`src/rtl/far_consts.vh`:
```
`ifndef FAR_CONSTS_VH
`define FAR_CONSTS_VH

// ----------------------------------------------------------------
// register map (byte addresses)
// ----------------------------------------------------------------
`define FAR_ADDR_W 8
`define FAR_REG_CTRL 8'h00
`define FAR_REG_ACTION 8'h04
`define FAR_REG_DELAY0 8'h08
`define FAR_REG_STATUS 8'h24

// ----------------------------------------------------------------
// control register fields
// ----------------------------------------------------------------
`define FAR_CTRL_LIMIT_LSB 0
`define FAR_CTRL_LIMIT_W 4
`define FAR_CTRL_MODEL_EN 4
`define FAR_CTRL_PTC_EN 5
`define FAR_CTRL_MININT_EN 6
`define FAR_CTRL_HOUR_EN 7
`define FAR_LIMIT_MAX 4'ha
`define FAR_LIMIT_OFF 4'h0

// ----------------------------------------------------------------
// alarm actions, 3 bits per alarm in the action register
// ----------------------------------------------------------------
`define FAR_ACT_W 3
`define FAR_ACT_OFF 3'h0
`define FAR_ACT_WARN 3'h1
`define FAR_ACT_COAST 3'h2
`define FAR_ACT_STOP 3'h3
`define FAR_ACT_BRAKE 3'h4

// ----------------------------------------------------------------
// alarm index assignment
// ----------------------------------------------------------------
`define FAR_AL_THERMAL 3'h0
`define FAR_AL_STARTLIM 3'h1
`define FAR_AL_LOCKROT 3'h2
`define FAR_AL_CURLIM 3'h3
`define FAR_AL_MAXPWR 3'h4
`define FAR_AL_MINPWR 3'h5
`define FAR_AL_EXTERN 3'h6
`define FAR_N_ALARM 7

// ----------------------------------------------------------------
// delay settings (seconds, 0 = off)
// ----------------------------------------------------------------
`define FAR_DLY_W 12
`define FAR_DLY_OFF 12'h000
`define FAR_DLY_MAX 12'he10

// ----------------------------------------------------------------
// status register fields
// ----------------------------------------------------------------
`define FAR_ST_CNT_LSB 0
`define FAR_ST_STATE_LSB 4
`define FAR_ST_IDX_LSB 9
`define FAR_ST_DLY_LSB 12

// ----------------------------------------------------------------
// timing
// ----------------------------------------------------------------
`define FAR_CLK_PERIOD_NS 50
`define FAR_SECOND_NS 1000000000
`define FAR_QUIET_MIN 10
`define FAR_SEC_PER_MIN 60

`endif

```
`src/rtl/far_restart_mgr.v`:
```
`timescale 1ns/1ps
`include "far_consts.vh"

module far_restart_mgr #(
    parameter N_ALARM = `FAR_N_ALARM,
    parameter TICK_CYCLES = `FAR_SECOND_NS / `FAR_CLK_PERIOD_NS,
    parameter QUIET_S = `FAR_QUIET_MIN * `FAR_SEC_PER_MIN
) (
    // clock and reset
    input wire i_clock,
    input wire i_reset,
    // register port
    input wire [`FAR_ADDR_W-1:0] i_addr,
    input wire [31:0] i_wdata,
    input wire i_wr,
    input wire i_rd,
    output reg [31:0] o_rdata,
    // protection detectors
    input wire [N_ALARM-1:0] i_alarm,
    input wire i_model_ok,
    input wire i_ptc_ok,
    input wire i_min_interval_ok,
    input wire i_hour_start_ok,
    input wire i_ext_input_active,
    // commands and control source
    input wire i_start_cmd,
    input wire i_stop_cmd,
    input wire i_manual_reset,
    input wire i_src_local,
    // motor control
    input wire i_stop_done,
    output reg o_stop_req,
    output reg [`FAR_ACT_W-1:0] o_stop_action,
    output reg o_alarm_reset,
    output reg o_restart,
    // status
    output reg o_fault,
    output reg o_lockout,
    output reg o_standby_led
);

    // ----------------------------------------------------------------
    // states and helpers
    // ----------------------------------------------------------------
    // one-hot codes, read back unchanged in the status word
    localparam S_IDLE = 5'b00001;
    localparam S_STOP = 5'b00010;
    localparam S_WAIT = 5'b00100;
    localparam S_DELAY = 5'b01000;
    localparam S_LOCK = 5'b10000;
    localparam ACT_BITS = N_ALARM * `FAR_ACT_W;

    // action field of one alarm
    function [`FAR_ACT_W-1:0] act_of;
        input [ACT_BITS-1:0] acts;
        input [2:0] idx;
        begin
            act_of = acts[idx * `FAR_ACT_W +: `FAR_ACT_W];
        end
    endfunction

    // action that really stops the motor
    function stops_motor;
        input [`FAR_ACT_W-1:0] act;
        begin
            stops_motor = (act != `FAR_ACT_OFF) && (act != `FAR_ACT_WARN);
        end
    endfunction

    // ----------------------------------------------------------------
    // state
    // ----------------------------------------------------------------
    reg [4:0] state_r;
    reg [4:0] state_nxt;
    reg [`FAR_CTRL_LIMIT_W-1:0] limit_r;
    reg model_en_r;
    reg ptc_en_r;
    reg minint_en_r;
    reg hour_en_r;
    reg [ACT_BITS-1:0] action_r;
    reg [`FAR_DLY_W-1:0] delay_r [0:N_ALARM-1];
    reg [3:0] cnt_r;
    reg [2:0] idx_r;
    reg auto_ok_r;
    reg [`FAR_DLY_W-1:0] dly_cnt_r;
    reg [31:0] tick_cnt_r;
    reg tick_r;
    reg [15:0] quiet_r;
    integer k;
    // separate loop index keeps k driven by one process only
    integer j;

    wire limit_on = (limit_r != `FAR_LIMIT_OFF);
    // either event ends a pending restart
    wire abandon = i_stop_cmd | i_src_local;
    wire waiting = state_r[2] | state_r[3];

    // ----------------------------------------------------------------
    // alarm pick: lowest index with a stopping action
    // ----------------------------------------------------------------
    reg hit;
    reg [2:0] hit_idx;
    always @* begin
        hit = 1'b0;
        hit_idx = 3'h0;
        for (k = N_ALARM - 1; k >= 0; k = k - 1) begin
            if (i_alarm[k] && stops_motor(act_of(action_r, k[2:0]))) begin
                hit = 1'b1;
                hit_idx = k[2:0];
            end
        end
    end

    // ----------------------------------------------------------------
    // fault-gone condition per alarm kind
    // ----------------------------------------------------------------
    // rotor, current-limit and power faults are invisible at standstill, so they count as gone
    reg clear_ok;
    always @* begin
        case (idx_r)
            `FAR_AL_THERMAL: clear_ok = (!model_en_r || i_model_ok) && (!ptc_en_r || i_ptc_ok);
            `FAR_AL_STARTLIM: clear_ok = (!minint_en_r || i_min_interval_ok)
                                         && (!hour_en_r || i_hour_start_ok);
            `FAR_AL_LOCKROT: clear_ok = 1'b1;
            `FAR_AL_CURLIM: clear_ok = 1'b1;
            `FAR_AL_MAXPWR: clear_ok = 1'b1;
            `FAR_AL_MINPWR: clear_ok = 1'b1;
            `FAR_AL_EXTERN: clear_ok = i_ext_input_active;
            default: clear_ok = 1'b1;
        endcase
    end

    // ----------------------------------------------------------------
    // sequencer next state
    // ----------------------------------------------------------------
    always @* begin
        state_nxt = state_r;
        case (state_r)
            S_IDLE: begin
                if (hit) begin
                    state_nxt = S_STOP;
                end
            end
            S_STOP: begin
                // delay only counts once the stop action has completed
                if (abandon) begin
                    state_nxt = S_LOCK;
                end else if (i_stop_done) begin
                    state_nxt = auto_ok_r ? S_WAIT : S_LOCK;
                end
            end
            S_WAIT: begin
                if (abandon) begin
                    state_nxt = S_LOCK;
                end else if (clear_ok) begin
                    state_nxt = S_DELAY;
                end
            end
            S_DELAY: begin
                if (abandon) begin
                    state_nxt = S_LOCK;
                end else if (dly_cnt_r == `FAR_DLY_OFF) begin
                    state_nxt = S_IDLE;
                end
            end
            S_LOCK: begin
                state_nxt = S_LOCK;
            end
            default: begin
                state_nxt = S_IDLE;
            end
        endcase
        // manual reset overrides every state, lockout included
        if (i_manual_reset) begin
            state_nxt = S_IDLE;
        end
    end

    wire auto_restart = state_r[3] && (state_nxt == S_IDLE) && !i_manual_reset;

    // ----------------------------------------------------------------
    // one-second tick
    // ----------------------------------------------------------------
    // shared free-running tick, so a delay may run up to one second short
    // the compare uses >= so a corrupted count cannot stall the tick
    always @(posedge i_clock) begin
        if (i_reset) begin
            tick_cnt_r <= 32'h0000_0000;
            tick_r <= 1'b0;
        end else if (tick_cnt_r >= TICK_CYCLES - 1) begin
            tick_cnt_r <= 32'h0000_0000;
            tick_r <= 1'b1;
        end else begin
            tick_cnt_r <= tick_cnt_r + 32'h0000_0001;
            tick_r <= 1'b0;
        end
    end

    // ----------------------------------------------------------------
    // sequencer registers
    // ----------------------------------------------------------------
    always @(posedge i_clock) begin
        if (i_reset) begin
            state_r <= S_IDLE;
            idx_r <= 3'h0;
            auto_ok_r <= 1'b0;
            dly_cnt_r <= `FAR_DLY_OFF;
        end else begin
            state_r <= state_nxt;
            if (state_r[0] && hit) begin
                idx_r <= hit_idx;
                // decided once per fault, against the count before this restart
                auto_ok_r <= limit_on && !i_src_local && (delay_r[hit_idx] != `FAR_DLY_OFF)
                             && (cnt_r < limit_r);
            end
            if (state_r[2]) begin
                dly_cnt_r <= delay_r[idx_r];
            end else if (state_r[3] && tick_r && dly_cnt_r != `FAR_DLY_OFF) begin
                dly_cnt_r <= dly_cnt_r - 12'h001;
            end
        end
    end

    // ----------------------------------------------------------------
    // attempt counter and quiet timer
    // ----------------------------------------------------------------
    always @(posedge i_clock) begin
        if (i_reset) begin
            cnt_r <= 4'h0;
            quiet_r <= 16'h0000;
        end else begin
            // a clear beats an increment, which beats a quiet decrement
            // the count may still fall in lockout; the manual reset zeroes it anyway
            if (i_manual_reset || i_stop_cmd || i_start_cmd) begin
                cnt_r <= 4'h0;
            end else if (auto_restart) begin
                cnt_r <= cnt_r + 4'h1;
            end else if (tick_r && quiet_r >= QUIET_S && cnt_r != 4'h0) begin
                cnt_r <= cnt_r - 4'h1;
            end
            if (|i_alarm) begin
                quiet_r <= 16'h0000;
            end else if (tick_r) begin
                // restarts from zero at the mark so each further quiet span is measured afresh
                quiet_r <= (quiet_r >= QUIET_S) ? 16'h0000 : quiet_r + 16'h0001;
            end
        end
    end

    // ----------------------------------------------------------------
    // motor control and indicator outputs
    // ----------------------------------------------------------------
    always @(posedge i_clock) begin
        if (i_reset) begin
            o_stop_req <= 1'b0;
            o_stop_action <= `FAR_ACT_OFF;
            o_alarm_reset <= 1'b0;
            o_restart <= 1'b0;
            o_fault <= 1'b0;
            o_lockout <= 1'b0;
            o_standby_led <= 1'b0;
        end else begin
            // a fault seen beside a manual reset is taken on the next idle cycle
            o_stop_req <= state_r[0] && hit && !i_manual_reset;
            if (state_r[0] && hit) begin
                o_stop_action <= act_of(action_r, hit_idx);
            end
            o_alarm_reset <= auto_restart || i_manual_reset;
            o_restart <= auto_restart;
            // fault and lockout follow the next state, so they move with the transition
            o_fault <= !state_nxt[0];
            o_lockout <= state_nxt[4];
            if (waiting) begin
                o_standby_led <= tick_r ? !o_standby_led : o_standby_led;
            end else begin
                o_standby_led <= 1'b0;
            end
        end
    end

    // ----------------------------------------------------------------
    // register writes
    // ----------------------------------------------------------------
    wire [`FAR_ADDR_W-1:0] dly_off = i_addr - `FAR_REG_DELAY0;
    wire [2:0] dly_idx = dly_off[4:2];
    wire dly_hit = (i_addr >= `FAR_REG_DELAY0) && (dly_off[1:0] == 2'b00)
                   && (dly_off[`FAR_ADDR_W-1:2] < N_ALARM);
    wire [`FAR_CTRL_LIMIT_W-1:0] limit_wr = i_wdata[`FAR_CTRL_LIMIT_LSB +: `FAR_CTRL_LIMIT_W];
    wire [`FAR_DLY_W-1:0] dly_wr = i_wdata[`FAR_DLY_W-1:0];

    always @(posedge i_clock) begin
        if (i_reset) begin
            limit_r <= `FAR_LIMIT_OFF;
            model_en_r <= 1'b0;
            ptc_en_r <= 1'b0;
            minint_en_r <= 1'b0;
            hour_en_r <= 1'b0;
            action_r <= {ACT_BITS{1'b0}};
            for (j = 0; j < N_ALARM; j = j + 1) begin
                delay_r[j] <= `FAR_DLY_OFF;
            end
        end else if (i_wr) begin
            if (i_addr == `FAR_REG_CTRL) begin
                // values above ten saturate rather than wrap
                limit_r <= (limit_wr > `FAR_LIMIT_MAX) ? `FAR_LIMIT_MAX : limit_wr;
                model_en_r <= i_wdata[`FAR_CTRL_MODEL_EN];
                ptc_en_r <= i_wdata[`FAR_CTRL_PTC_EN];
                minint_en_r <= i_wdata[`FAR_CTRL_MININT_EN];
                hour_en_r <= i_wdata[`FAR_CTRL_HOUR_EN];
            end
            if (i_addr == `FAR_REG_ACTION) begin
                action_r <= i_wdata[ACT_BITS-1:0];
            end
            // delay slots freeze while the limit is off, so their settings survive
            if (dly_hit && limit_on) begin
                delay_r[dly_idx] <= (dly_wr > `FAR_DLY_MAX) ? `FAR_DLY_MAX : dly_wr;
            end
        end
    end

    // ----------------------------------------------------------------
    // register reads, one cycle after the strobe
    // ----------------------------------------------------------------
    reg [31:0] rd_mux;
    always @* begin
        rd_mux = 32'h0000_0000;
        if (i_addr == `FAR_REG_CTRL) begin
            rd_mux[`FAR_CTRL_LIMIT_LSB +: `FAR_CTRL_LIMIT_W] = limit_r;
            rd_mux[`FAR_CTRL_MODEL_EN] = model_en_r;
            rd_mux[`FAR_CTRL_PTC_EN] = ptc_en_r;
            rd_mux[`FAR_CTRL_MININT_EN] = minint_en_r;
            rd_mux[`FAR_CTRL_HOUR_EN] = hour_en_r;
        end else if (i_addr == `FAR_REG_ACTION) begin
            rd_mux[ACT_BITS-1:0] = action_r;
        end else if (dly_hit && limit_on) begin
            rd_mux[`FAR_DLY_W-1:0] = delay_r[dly_idx];
        end else if (i_addr == `FAR_REG_STATUS) begin
            rd_mux[`FAR_ST_CNT_LSB +: 4] = cnt_r;
            rd_mux[`FAR_ST_STATE_LSB +: 5] = state_r;
            rd_mux[`FAR_ST_IDX_LSB +: 3] = idx_r;
            rd_mux[`FAR_ST_DLY_LSB +: `FAR_DLY_W] = dly_cnt_r;
        end
    end

    // unmapped addresses and idle cycles read as zero
    always @(posedge i_clock) begin
        if (i_reset) begin
            o_rdata <= 32'h0000_0000;
        end else begin
            o_rdata <= i_rd ? rd_mux : 32'h0000_0000;
        end
    end

endmodule

```
`config.mk`:
```
export PLATFORM = sky130hd
export DESIGN_NAME = far_restart_mgr
export DESIGN_NICKNAME = d
export VERILOG_FILES = /design/src/rtl/far_restart_mgr.v
export VERILOG_INCLUDE_DIRS = /design/src /design/src/rtl
export SDC_FILE = /design/constraint.sdc
export NUM_CORES = 1
export LEC_CHECK = 0
export ABC_AREA = 1
export BUFFER_PORTS_ARGS = -buffer_cell sky130_fd_sc_hd__buf_2
export CAP_MARGIN = 20
export CORE_UTILIZATION = 43
export DETAILED_ROUTE_END_ITERATION = 16
export GPL_TIMING_DRIVEN = 0
export PLACE_DENSITY = 0.65
export SLEW_MARGIN = 20
export SYNTH_ARGS = -nofsm -noshare
export SYNTH_HDL_FRONTEND = slang
export SYNTH_SLANG_ARGS = --single-unit
```
`constraint.sdc`:
```
create_clock -name i_clock -period 3.7 [get_ports i_clock]
set_clock_uncertainty 0.15 [all_clocks]
set_input_delay 0.37 -clock i_clock [delete_from_list [all_inputs] [get_ports i_clock]]
set_output_delay 0.37 -clock i_clock [all_outputs]
set_load 0.01 [all_outputs]
```
# ---- Word-level counts from Yosys, hierarchy flattened
# Memories as Yosys holds them, arrays and structs flattened. A register that Yosys moved wholly into a read port is not among the register bits.
# Cells that the tools add are included.
dict set report op_classes {
  order_cmp 7
  n_mux 49
  n_bitwise 5
  n_shift 1
  n_eq_ne 17
  reduce_logical 72
  n_mul 1
  n_addsub 6
}
# cell n
set ops {}
lappend ops {{12-bit two-way mux} 6}
lappend ops {{5-bit two-way mux} 9}
lappend ops {{32-bit by 1-bit adder with 32-bit output (second input constant)} 1}
lappend ops {{32-bit by 25-bit greater-or-equal comparator with 1-bit output (second input constant)} 1}
lappend ops {{1-bit logical AND} 30}
lappend ops {{3-bit two-way mux} 10}
lappend ops {{5-bit case mux with 5 select lines} 1}
lappend ops {{24-bit two-way mux} 1}
lappend ops {{12-bit nonzero test} 2}
lappend ops {{21-bit two-way mux} 1}
lappend ops {{3-bit by 1-bit inequality test with 1-bit output (second input constant)} 7}
lappend ops {{3-bit nonzero test} 7}
lappend ops {{21-bit by 6-bit variable part select with 3-bit output} 1}
lappend ops {{16-bit by 1-bit adder with 16-bit output (second input constant)} 1}
lappend ops {{16-bit by 10-bit greater-or-equal comparator with 1-bit output (second input constant)} 1}
lappend ops {{16-bit two-way mux} 1}
lappend ops {{1-bit two-way mux} 15}
lappend ops {{12-bit greater-than comparator (second input constant)} 1}
lappend ops {{12-bit logical NOT} 1}
lappend ops {{4-bit two-way mux} 3}
lappend ops {{12-bit OR reduction} 1}
lappend ops {{12-bit by 1-bit subtractor with 12-bit output (second input constant)} 1}
lappend ops {{5-bit by 1-bit == test with 1-bit output (second input constant)} 2}
lappend ops {{8-bit by 3-bit == test with 1-bit output (second input constant)} 1}
lappend ops {{31 further kinds} 53}
dict set report word_totals {
  reg_bits 144
  n_memories 1
  elab_cells 184
  in_bits 61
  out_inout_bits 41
  ram_bits 84
}
# memory depth word_bits read_ports rd_clocked_by_memory_dff write_ports line
set mem_list {}
lappend mem_list {delay_r 7 12 3 1 7 far_restart_mgr.v:81} ;# reg [`FAR_DLY_W-1:0] delay_r [0:N_ALARM-1];

# ---- Depth between registers and ports, before layout
# Gate-level depths: netlist of run 1.
dict set report logic_depth {
  word_depth 17
  depth_mapped 21
  mapped_depth_nobuf 21
}

# ---- Worst setup path after synthesis of run 1
# Ideal clock, no wire load.
dict set report synth_timing {
  kind {input-to-reg}
  from {input port i_addr[3]}
  to {memory delay_r[4][0] in the netlist's numbering (enable)}
  arrival_time_ps 2866
  setup_ps 398
  t_required_ps 3152
  n_path_buf 2
  cell_stages 13
  path_slack_ps 286
  cell_sequence {inv_2 -> buf_6 -> clkbuf_1 -> ha_1 -> o21ai_0 -> nor3_2 -> nand2_2 -> nor2_4 -> nand2_2 -> nor2_1 -> nor2_1 -> nand2_1 -> o21ai_0}
}
# element line
set synth_lines {}
lappend synth_lines {{start, declared} far_restart_mgr.v:13} ;# input wire [`FAR_ADDR_W-1:0] i_addr,
lappend synth_lines {{end, declared} far_restart_mgr.v:81}

# ---- Worst setup path after layout of run 1
dict set report layout_timing {
  from {register dly_cnt_r[0]}
  to {register cnt_r[3]}
}
dict set report layout_between {
  elab_chain_len 9
  elab_cells_between_ends 10
  classes_between {eq/ne (1); mux (5); reduce/logical (4)}
}
# element line
set layout_lines {}
lappend layout_lines {{start, declared} far_restart_mgr.v:85} ;# reg [`FAR_DLY_W-1:0] dly_cnt_r;
lappend layout_lines {{start signal, assigned} far_restart_mgr.v:207} ;# dly_cnt_r <= `FAR_DLY_OFF;
lappend layout_lines {{start signal, assigned} far_restart_mgr.v:217} ;# dly_cnt_r <= delay_r[idx_r];
lappend layout_lines {{start signal, assigned} far_restart_mgr.v:219} ;# dly_cnt_r <= dly_cnt_r - 12'h001;
lappend layout_lines {{12-bit logical NOT (no source line) (*)} n/a}
lappend layout_lines {{5-bit two-way mux (*)} far_restart_mgr.v:162} ;# end else if (dly_cnt_r == `FAR_DLY_OFF) begin
lappend layout_lines {{5-bit two-way mux (*)} far_restart_mgr.v:160} ;# if (abandon) begin
lappend layout_lines {{5-bit case mux with 5 select lines (*)} far_restart_mgr.v:138} ;# case (state_r)
lappend layout_lines {{5-bit two-way mux (*)} far_restart_mgr.v:174} ;# if (i_manual_reset) begin
lappend layout_lines {{5-bit by 1-bit == test with 1-bit output (*)} far_restart_mgr.v:179} ;# wire auto_restart = state_r[3] && (state_nxt == S_IDLE) && !i_manual_reset;
lappend layout_lines {{1-bit logical AND (*) (2 in series)} far_restart_mgr.v:179}
lappend layout_lines {{4-bit two-way mux / 2-bit nonzero test (equally long branches)} n/a}
lappend layout_lines {{end signal, assigned} far_restart_mgr.v:237} ;# cnt_r <= cnt_r + 4'h1;
lappend layout_lines {{end signal, assigned} far_restart_mgr.v:239} ;# cnt_r <= cnt_r - 4'h1;
lappend layout_lines {{end, declared} far_restart_mgr.v:82} ;# reg [3:0] cnt_r;
# Every way passes the cells marked *; elsewhere a longest branch is shown, timed or not.
# A chain may end at the register's enable or synchronous reset.

==> results.md, run 1 <==
- Area leader, netlist: dfxtp_1
- Async SR Flop Fraction: 0
- Total CTS buffers: 27
- Critical path origin: dly_cnt_r[0]
- Layout Utilization: 0.513
- # port buffers: 81
- Yosys top cell area share: 0.254
- Leakage: 0.00557 uW
- CP required: 4.03 ns
- Final Max Slew Viols: 0
- Worst slew pin tran: 0.788 ns
- EDFF count, synth: 84
- # IOs: 102
- Reg clk slew, reported paths: 0.06 ns
- Inserted Diodes: 0
- Dpl hpwl: 31,000 um
- Reg-to-reg endpoint: cnt_r[3]
- Fin crit share: 0.896
- Nets@finish: 1,760
- Total track usage: 0.285
- Status: complete, no violations
- CP endpoint kind: flop
- Fin. Hold Viols: 0
- Final Setup Violations: 0
- Vias in the first global route: 10,600
- Most frequent cells in the layout: nor2_1, inv_1, nand2_1
- FF-to-FF path depth: 21
- DRC: 0
- Netlist Area Pre-Place: 0.0118 mm^2
- CTS tree: built
- Slew margin rel.: 0.474
- Min Tclk post-route: 3.32 ns
- Vias per inst: 5.59
- Dominant cells by area after synthesis: dfxtp_1, edfxtp_1, nor2_1
- First-pass GRT wire length: 60,900 um
- FF-to-FF Start: dly_cnt_r[0]
- Fillers: 2,659
- Seq/Total Area, Yosys: 0.468
- Post-route cell area: 0.0138 mm^2
- Core area: 0.0270 mm^2
- Gp weighted congestion: 0.975
- Hold Slack: 0.0427 ns
- DP Area: 0.0128 mm^2
- Initial antenna violation count: 1
- Initial Util: 0.438
- Worst EP arrival: 3.64 ns
- Worst vdd ir: 0.302 mV
- Hold WC Path Type: in -> reg
- Htree depth: 1
- Ys flop type: dfxtp_1
- Total die area: 0.0281 mm^2
- DR iter-0 viols: 1,360
- Clk buf depth: 3
- Synth Warn #: 0
- FP Rows: 60
- Layout cell share with drive strength beyond 1: 0.105
- Drt wl/cell: 19.8 um
- Vias: 11,500
- Antenna Nets Post-Route: 0
- Avg Synthesized Cell Area: 7.69 um^2
- Clock Root Buffer: clkbuf_16
- Total global routing overflow: 0
- RSZ-0062 raised after global routing: no
- Area delta synth->final: 16.9%
- Clk_lat worst skew: 0.55 ns
- R2R setup slack: 0.38 ns
- Sink Count: 234
- Die W: 168 um
- Startpoint Class: flop
- F_max: 0.302 GHz
- Critical path fanouts, max: 8
- Worst Setup EP: cnt_r[3]
- Largest net degree at the start of global routing: 14
- Most common cell after layout, fill and taps aside: nor2_1
- Seq cells post-synth: 234
- Post-Syn Instances: 1,537
- Synth cell types: 49
- MaxCap Viol Count: 0
- DR pass1 iterations: 6
- Critical path class: reg -> reg
- PwrDens: 419 mW/mm^2
- Routed WL: 40,500 um
- Die height: 168 um
area by class of cell:
class / count / area [um^2] / share of cell area
Buffer: 68 / 334 / 0.0242
Clock buffer: 42 / 835 / 0.0604
Clock inverter: 8 / 78.8 / 0.00571
Inverter: 225 / 845 / 0.0611
Multi-Input combinational cell: 1035 / 5210 / 0.377
Sequential cell: 234 / 5530 / 0.400
Tap cell: 341 / 427 / 0.0309
Timing Repair Buffer: 97 / 563 / 0.0408
logic make-up (layout without fill, tap and decap cells):
group	after synthesis	after routing	share of synthesized area
adders and majority gates	11	11	0.0123
DFF	234	234	0.468
xor gates and xnor gates	22	22	0.0163
buffers and inverters	294	440	0.100
and+or+nand+nor	590	590	0.221
other	1	27	0.000317
AOI/OAI and AO/OA	385	385	0.183
worst max-delay path, stage by stage (launching register included):
cell and delay, ns:
dfxtp_1 0.33, inv_1 0.13, ha_1 0.19, inv_1 0.04
nor2_1 0.14, nand2_1 0.10, nor2_1 0.25, nand2_2 0.16
nand2_1 0.09, nand3_1 0.07, nand3_1 0.17, nand3_2 0.20
ha_1 0.38, nand2_1 0.07, nor2_1 0.04, a211oi_1 0.25
nand4_1 0.13, nand2_1 0.10, nand2_1 0.07, nand2_1 0.06
nand2_1 0.05, nor2_1 0.08
flip-flops by register name, summed over array words and instances (netlist names), 3 cells and up, named ones only:
signal         count
action_r          21
quiet_r           16
idx_r              3
o_rdata           24
delay_r           96
o_stop_action      3
state_r            5
cnt_r              4
dly_cnt_r         12
limit_r            4
tick_cnt_r        32
where the power goes:
group	switching, uW	internal [uW]
logic	251	103
registers	27.5	2700
clock network	1080	1620
synthesized netlist by cell type (2+ instances only):
| cell | count |
|---|---|
| o21a_1 | 2 |
| a211oi_1 | 6 |
| xnor2_1 | 8 |
| nand2_1 | 181 |
| a21oi_1 | 139 |
| buf_6 | 4 |
| nor2_4 | 3 |
| nor2_2 | 5 |
| inv_2 | 3 |
| a31oi_1 | 8 |
| inv_1 | 217 |
| dfxtp_1 | 150 |
| clkinv_1 | 5 |
| edfxtp_1 | 84 |
| o21ai_0 | 150 |
| buf_4 | 8 |
| nand3_1 | 91 |
| clkbuf_1 | 40 |
| xor2_1 | 14 |
| o2111ai_1 | 7 |
| o21ai_1 | 2 |
| ha_1 | 10 |
| a22oi_1 | 4 |
| nor2_1 | 219 |
| nand2_2 | 6 |
| buf_2 | 15 |
| nor3_1 | 25 |
| buf_1 | 2 |
| nor4_1 | 19 |
| and3b_1 | 2 |
| nand4_1 | 27 |
| o211ai_1 | 40 |
| o21bai_1 | 2 |
| nor3_4 | 2 |
| o221ai_1 | 8 |
| and2_1 | 3 |
| or2_2 | 2 |
| o22ai_1 | 13 |
per-layer routing:
layer,up-vias,part of all wire,GRT usage,wire length (um)
li1,5464,-,-,-
met1,5276,0.43,0.389,17400
met2,627,0.45,0.463,18100
met3,90,0.087,0.0369,3540
met4,2,0.035,0.106,1420
met5,-,0.00032,0,13
worst min-delay path by stage:
stage / start / endpoint / slack [ns] / depth (start not counted)
final: i_wdata[3] / action_r[3] / 0.04 / 3
after global routing: i_wdata[3] / action_r[3] / 0.03 / 3
after CTS: i_wdata[18] / action_r[18] / 0.01 / 3
after detailed placement: tick_cnt_r[0] / tick_cnt_r[0] / 0.29 / 1
after global placement: tick_cnt_r[0] / tick_cnt_r[0] / 0.28 / 1
after floorplan: tick_cnt_r[0] / tick_cnt_r[0] / 0.27 / 1
repair_timing:
item / 4_1_cts / 5_1_grt
hold endpoints to repair: 21 / 0
endpoints found under the setup margin: 0 / 13
resized for setup: 0 / 1
setup buffers: 0 / 0
hold buffers: 15 / 0
through the flow:
step / cells / total power (uW) / setup WS, ns / setup TNS (ns)
final: 2050 / 5780 / 0.385 / 0
after global routing: 2050 / 5940 / 0.00779 / 0
after CTS: 2051 / 5810 / 0.143 / 0
after detailed placement: 1986 / 3110 / -0.414 / -17.92
after global placement: 1985 / 3110 / -1.02 / -27.64
after floorplan: 1563 / 2960 / 0.286 / 0
(Power assumes the default switching activity.)
==> inputs of run 2 (changes only) <==
Settings changed: ABC_AREA 1 to unset.
==> run 2 against run 1 <==
Compared with the run above: clock power shrank 7.8%; critical endpoint unchanged; setup slack lost 0.24 ns; first-iteration DRC count shrank 37%.
==> results.md, run 2 <==
- Hold WC Path Type: in -> reg
- Largest regs: delay_r x96, tick_cnt_r x32, o_rdata x24
- Drt wl/cell: 20.8 um (+5.4%)
- Largest net degree at the start of global routing: 13 (-1)
- Worst vdd ir: 0.353 mV (+17%)
- Hold Slack: 0.0178 ns (-0.0249 ns)
- Top reg by flops: delay_r
- Commonest cells in the netlist: dfxtp_1, nor2_1, nand2_1
- Sink Count: 234 (unchanged)
- Worst Setup EP: cnt_r[3]
- Synth cell types: 84 (+71%)
- Worst slew pin tran: 0.961 ns (+0.173 ns)
- Most frequent cells in the layout: dfxtp_1, nor2_1, nand2_1
- Post-route cell area: 0.0138 mm^2 (about the same)
- Avg Synthesized Cell Area: 10.5 um^2 (+36%)
- Die height: 168 um (-0.16%)
- FF+latch area: 0.00553 mm^2 (about the same)
- R2R setup slack: 0.15 ns (-0.24 ns)
- Gp weighted congestion: 0.956 (-1.9%)
- Fin crit share: 0.960 (+0.0643)
- Inserted Diodes: 0 (unchanged)
- Area leader, netlist: dfxtp_1
- Leakage: 0.00511 uW (-8.1%)
- DR pass1 iterations: 5 (-1)
- Vias in the first global route: 9,256 (-13%)
- Initial Util: 0.438 (about the same)
- FP Rows: 60 (unchanged)
- Fillers: 2,433 (-8.5%)
- Area delta synth->final: 17.2%
- FF-to-FF Start: dly_cnt_r[1]
- Netlist Area Pre-Place: 0.0118 mm^2 (-0.32%)
- Dominant cells by area after synthesis: dfxtp_1, edfxtp_1, mux4_2
- Seq cells post-synth: 234 (unchanged)
- PwrDens: 401 mW/mm^2 (-4.2%)
- # port buffers: 81 (unchanged)
- Antenna Nets Post-Route: 0 (unchanged)
- CP endpoint kind: flop
- Htree depth: 1 (unchanged)
- Pint: 4290 uW (-3.0%)
- Dpl hpwl: 25,600 um (-17%)
- Nets@finish: 1,354 (-23%)
- Gate power share: 0.057 (-0.004)
- Cells after DPL: 1,572 (-21%)
- Critical path class: reg -> reg
- Clk_lat worst skew: 0.54 ns (about the same)
- Most common cell in the netlist: dfxtp_1
- Switching power: 1250 uW (-8.4%)
- Die W: 168 um (-0.16%)
- Async SR Flop Fraction: 0 (unchanged)
- Vias per inst: 5.86 (+4.8%)
- Critical path fanouts, max: 5 (-3)
- Yosys top cell area share: 0.255 (+0.000810)
- Total global routing overflow: 0 (unchanged)
- FF-to-FF path depth: 14 (-33%)
- Total die area: 0.0281 mm^2 (-0.32%)
- CTS tree: built
- CP required: 4.01 ns (-0.02 ns)
- Reg-to-reg endpoint: cnt_r[3]
- Routed WL: 34,100 um (-16%)
- MaxCap Viol Count: 0 (unchanged)
- DR iter-0 viols: 856 (-37%)
- Slew margin rel.: 0.353 (-0.121)
- DRC: 0 (unchanged)
- Critical path origin: dly_cnt_r[1]
- Worst EP arrival: 3.87 ns (+0.23 ns)
- Clk buf depth: 3 (unchanged)
- # IOs: 102 (unchanged)
- Reg power frac: 0.494 (+0.022)
- Synth Warn #: 0 (unchanged)
- Layout cell share with drive strength beyond 1: 0.220 (+0.115)
- Area occupied by multi-input gates: 0.00585 mm^2 (+12%)
- Final Setup Violations: 0 (unchanged)
- Max FFs per register: 96 (unchanged)
- EDFF count, synth: 84 (unchanged)
- Startpoint Class: flop
- Fin. Hold Viols: 0 (unchanged)
- Post-Syn Instances: 1,124 (-27%)
- F_max: 0.281 GHz (-6.7%)
- RSZ-0062 raised after global routing: no
- Most common cell after layout, fill and taps aside: dfxtp_1
- Final Max Slew Viols: 0 (unchanged)
- Initial antenna violation count: 0 (-1)
- Hold Path Origin: i_src_local
- Seq/Total Area, Yosys: 0.469 (+0.00149)
- Total track usage: 0.242 (-0.0433)
- First-pass GRT wire length: 52,500 um (-14%)
- DP Area: 0.0127 mm^2 (-0.22%)
- Clock Power Share: 0.450 (-0.017)
- Clock Root Buffer: clkbuf_16
- Min Tclk post-route: 3.55 ns (+0.238 ns)
- Status: complete, no violations
- Ys flop type: dfxtp_1
- Reg clk slew, reported paths: 0.06 ns (about the same)
- Sw frac: 0.225 (-0.0103)
- Core area: 0.0269 mm^2 (-0.28%)
- Vias: 9,601 (-16%)
- Finished Layout Cells: 1,639 (-20%)
- Total CTS buffers: 26 (-3.7%)
==> run 2: per-stage QoR <==
step | TNS, ns | power (uW) | util | worst slack, ns
2_1_floorplan | 0 | 2950 | - | 0.0275
4_1_cts | -0.0244 | 5560 | 0.512 | -0.0244
5_1_grt | 0 | 5710 | 0.514 | 0.00842
3_3_place_gp | -65.30 | 3070 | 0.473 | -1.53
6_report | 0 | 5540 | 0.514 | 0.147
3_5_place_dp | -51.66 | 3080 | 0.474 | -0.718
==> run 2: what timing repair did <==
action | in CTS | in global routing
hold buffers | 18 | 0
endpoints found under the setup margin | 61 | 13
pin swaps | 1 | 2
gates resized for setup | 6 | 7
setup buffers | 1 | 4
hold endpoints to repair | 24 | 0
==> run 2: cell families (layout without fill, tap and decap cells) <==
logic type | count (synthesis) | count (layout) | synth area share
buf+inv | 107 | 255 | 0.0478
simple gates | 437 | 437 | 0.187
mux | 92 | 92 | 0.131
compound gates | 193 | 193 | 0.117
fa+ha+maj | 11 | 11 | 0.0123
xor+xnor | 49 | 49 | 0.0364
flops | 234 | 234 | 0.469
other cells | 1 | 27 | 0.000318
==> run 2: cell type report <==
cell class	instances	share of cell area
Buffer	70	0.0309
Multi-Input combinational cell	809	0.424
Sequential cell	234	0.400
Tap cell	341	0.0309
Clock inverter	10	0.00544
Inverter	37	0.0101
Clock buffer	34	0.0537
Timing Repair Buffer	104	0.0451
==> run 2: worst max-delay path: stages, from the launching register on <==
cell and delay [ns]:
dfxtp_2 0.34, inv_1 0.08, ha_2 0.20, nor4b_4 0.22
and3_4 0.27, nor3_1 0.09, o41ai_4 0.26, nand3_2 0.16
ha_1 0.31, a21o_1 0.17, a21o_1 0.21, nor2_1 0.10
or4b_2 0.59, a22o_1 0.20, a21boi_1 0.13
==> run 2: power by group through the flow <==
| stage | registers [uW] | clock network, uW | logic [uW] |
|---|---|---|---|
| after global routing | 2740 | 2640 | 328 |
| final | 2730 | 2490 | 313 |
| after floorplan | 2770 | 0 | 174 |
| after CTS | 2730 | 2520 | 307 |
| after global placement | 2790 | 0 | 288 |
| after detailed placement | 2790 | 0 | 291 |
==> run 2: layer usage <==
metal | part of all wire | GRT usage | vias to the layer above
met2 | 0.45 | 0.382 | 474
met4 | 0.034 | 0.0854 | 0
li1 | - | - | 4421
met1 | 0.42 | 0.325 | 4615
met3 | 0.093 | 0.0579 | 91
met5 | 0 | 0 | -
==> run 2: worst min path at each step <==
stage	to	cells past startpoint	slack [ns]
global route	state_r[2]	3	0.01
finish	state_r[2]	3	0.02
detailed placement	action_r[12]	2	0.32
floorplan	auto_ok_r	2	0.29
CTS	state_r[2]	3	0.001
global placement	action_r[12]	2	0.31
==> inputs of run 3 (changes only) <==
Settings changed: HOLD_SLACK_MARGIN set to 0.02, PLACE_DENSITY 0.65 to 0.68.
==> run 3 against run 2 <==
Compared with the run above: highest routed layer unchanged; largest cell class unchanged; sequential cell count did not move; clock power rose by 8.4%; critical path depth did not move; total power rose by 3.9%; hold slack got worse by 0.013 ns; global-route usage rose by 0.085 points; final cell count rose by 0.55%; first-iteration DRC count rose by 36%.
==> results.md, run 3 (synthesis results as in run 2) <==
- Hold endpoint: cnt_r[1]
- Most common cell after layout, fill and taps aside: dfxtp_1
- CP required: 4.02 ns (about the same)
- Routed WL: 34,100 um (-0.17%)
- First-pass GRT wire length: 52,800 um (+0.49%)
- Clk_lat worst skew: 0.54 ns (about the same)
- Clock Root Buffer: clkbuf_16
- Total CTS buffers: 26 (unchanged)
- CTS tree: built
- Gp weighted congestion: 0.992 (+3.8%)
- Hold Path Origin: i_start_cmd
- Largest net degree at the start of global routing: 15 (+2)
- Crit-path cells: inv_1 > ha_2 > nor4b_4 > and3_4 > nor3_1 > o41ai_4 > nand3_2 > ha_4 > a21o_1 > a21o_1 > nor2_1 > or4b_2 > a22o_1 > a21boi_1
- FP Rows: 60 (unchanged)
- # port buffers: 81 (unchanged)
- Total global routing overflow: 0 (unchanged)
- FF-to-FF path depth: 14 (unchanged)
- Area delta synth->final: 18.7%
- Hold Slack: 0.00458 ns (-0.0132 ns)
- Fin. Hold Viols: 0 (unchanged)
- Worst slew pin tran: 0.910 ns (-0.0509 ns)
- Die W: 168 um (unchanged)
- Sink Count: 234 (unchanged)
- Dpl hpwl: 24,900 um (-2.7%)
- Vias per inst: 5.84 (-0.31%)
- Hold WC Path Type: in -> reg
- Most numerous cell on the critical path: a21o_1
- Total die area: 0.0281 mm^2 (unchanged)
- Worst hold path stage count: 4 (+1)
- Crit-path max cell delay: 0.58 ns (about the same)
- Critical path class: reg -> reg
- Layout cell share with drive strength beyond 1: 0.224 (+0.00461)
- Nets@finish: 1,359 (+0.37%)
- Slew margin rel.: 0.393 (+0.0399)
- DRC: 0 (unchanged)
- Initial Util: 0.438 (unchanged)
- Layout Utilization: 0.520 (+0.00628)
- Slowest cell on crit path: or4b_2
- # IOs: 102 (unchanged)
- Htree depth: 1 (unchanged)
- MaxCap Viol Count: 0 (unchanged)
- Core area: 0.0269 mm^2 (unchanged)
- Final Setup Violations: 0 (unchanged)
- Most frequent cells in the layout: dfxtp_1, nor2_1, nand2_1
- Status: complete, no violations
- Max FFs per register: 96 (unchanged)
- Reg clk slew, reported paths: 0.07 ns (about the same)
- FF-to-FF Start: dly_cnt_r[1]
- Startpoint Class: flop
- Top reg by flops: delay_r
- Initial antenna violation count: 0 (unchanged)
- Clk buf depth: 3 (unchanged)
- Reg-to-reg endpoint: cnt_r[3]
- Vias in the first global route: 9,300 (+0.48%)
- Fillers: 2,397 (-1.5%)
- R2R setup slack: 0.20 ns (+0.05 ns)
- Vias: 9,624 (+0.24%)
- CP endpoint kind: flop
- RSZ-0062 raised after global routing: no
- Worst EP arrival: 3.83 ns (-0.04 ns)
- Leakage: 0.00518 uW (+1.3%)
- Critical path fanouts, max: 5 (unchanged)
- Total track usage: 0.243 (+0.000854)
- F_max: 0.285 GHz (+1.4%)
- Final Max Slew Viols: 0 (unchanged)
- Inserted Diodes: 0 (unchanged)
- Top delay family on crit path: simple AND/OR/NAND/NOR gates
- Total Power: 5760 uW (+3.9%)
- Die height: 168 um (unchanged)
- PwrDens: 412 mW/mm^2 (+2.7%)
- Min Tclk post-route: 3.50 ns (-0.0488 ns)
- Antenna Nets Post-Route: 0 (unchanged)
- Fin crit share: 0.947 (-0.0132)
- DR iter-0 viols: 1,161 (+36%)
- DR pass1 iterations: 5 (unchanged)
- Largest regs: delay_r x96, tick_cnt_r x32, o_rdata x24
- Worst vdd ir: 0.320 mV (-9.5%)
- Drt wl/cell: 20.7 um (-0.72%)
- Buf+Inv Stages, Crit Path: 1 (unchanged)
-- run 3: cell count changes in the layout (fill, tap and decap cells not counted), moves of 2 or more --
cell / delta
buf_4: -3
clkbuf_16: +3
clkinv_1: -2
dlygate4sd3_1: +7
inv_6: +2
nand2_1: -3
nand2_2: +3
nor4_2: +2
-- run 3: power by group --
group          internal, uW  switching (uW)  leakage, uW
Sequential             2700            32.5      0.00208
Clock                  1610            1090     0.000454
Combinational           134             192      0.00265
-- run 3: worst max-delay path by stage --
stage,start,to,slack (ns),cells after the start
floorplan,i_addr[3],delay_r[5][0],0.03,9
global placement,i_addr[3],delay_r[5][11],-1.54,10
detailed placement,i_addr[3],delay_r[2][7],-0.77,12
CTS,dly_cnt_r[0],cnt_r[3],-0.04,14
global route,dly_cnt_r[1],cnt_r[3],0.04,14
finish,dly_cnt_r[1],cnt_r[3],0.20,14
-- run 3: what timing repair did --
action | 4_1_cts | 5_1_grt
pin swaps | 1 | 3
setup buffers | 1 | 2
cloned | 0 | 0
setup endpoints to repair | 73 | 61
gates resized for setup | 6 | 7
hold buffers | 25 | 0
endpoints found under the hold margin | 29 | 0
-- run 3: stage by stage --
step | std cells | area (um^2) | setup WS (ns) | TNS, ns
floorplan | 1150 | 11900 | 0.0275 | 0
global placement | 1572 | 12700 | -1.54 | -67.17
detailed placement | 1572 | 12700 | -0.774 | -60.34
CTS | 1646 | 13900 | -0.0395 | -0.0395
global route | 1648 | 14000 | 0.0376 | 0
finish | 1648 | 14000 | 0.196 | 0
-- run 3: area by class of cell --
cell class | count | area, um^2 | area share
Multi-Input combinational cell | 809 | 5870 | 0.420
Sequential cell | 234 | 5530 | 0.395
Clock buffer | 38 | 817 | 0.0585
Timing Repair Buffer | 109 | 691 | 0.0494
Tap cell | 341 | 427 | 0.0305
Buffer | 70 | 425 | 0.0304
Inverter | 37 | 139 | 0.00994
Clock inverter | 10 | 86.3 | 0.00618
-- run 3: routing by layer --
layer,up-vias,global-route usage,wire length (um)
li1,4431,-,-
met1,4608,0.320,14100
met2,484,0.375,15200
met3,101,0.0579,3200
met4,0,0.118,1570
met5,-,0,0
-- run 3: tightest hold or removal path: cells and delay by family --
kind | cells | cell delay (ns)
multiplexers | 1 | 0.05
AND/OR/NAND/NOR | 2 | 0.14
buffers and inverters | 1 | 0.09
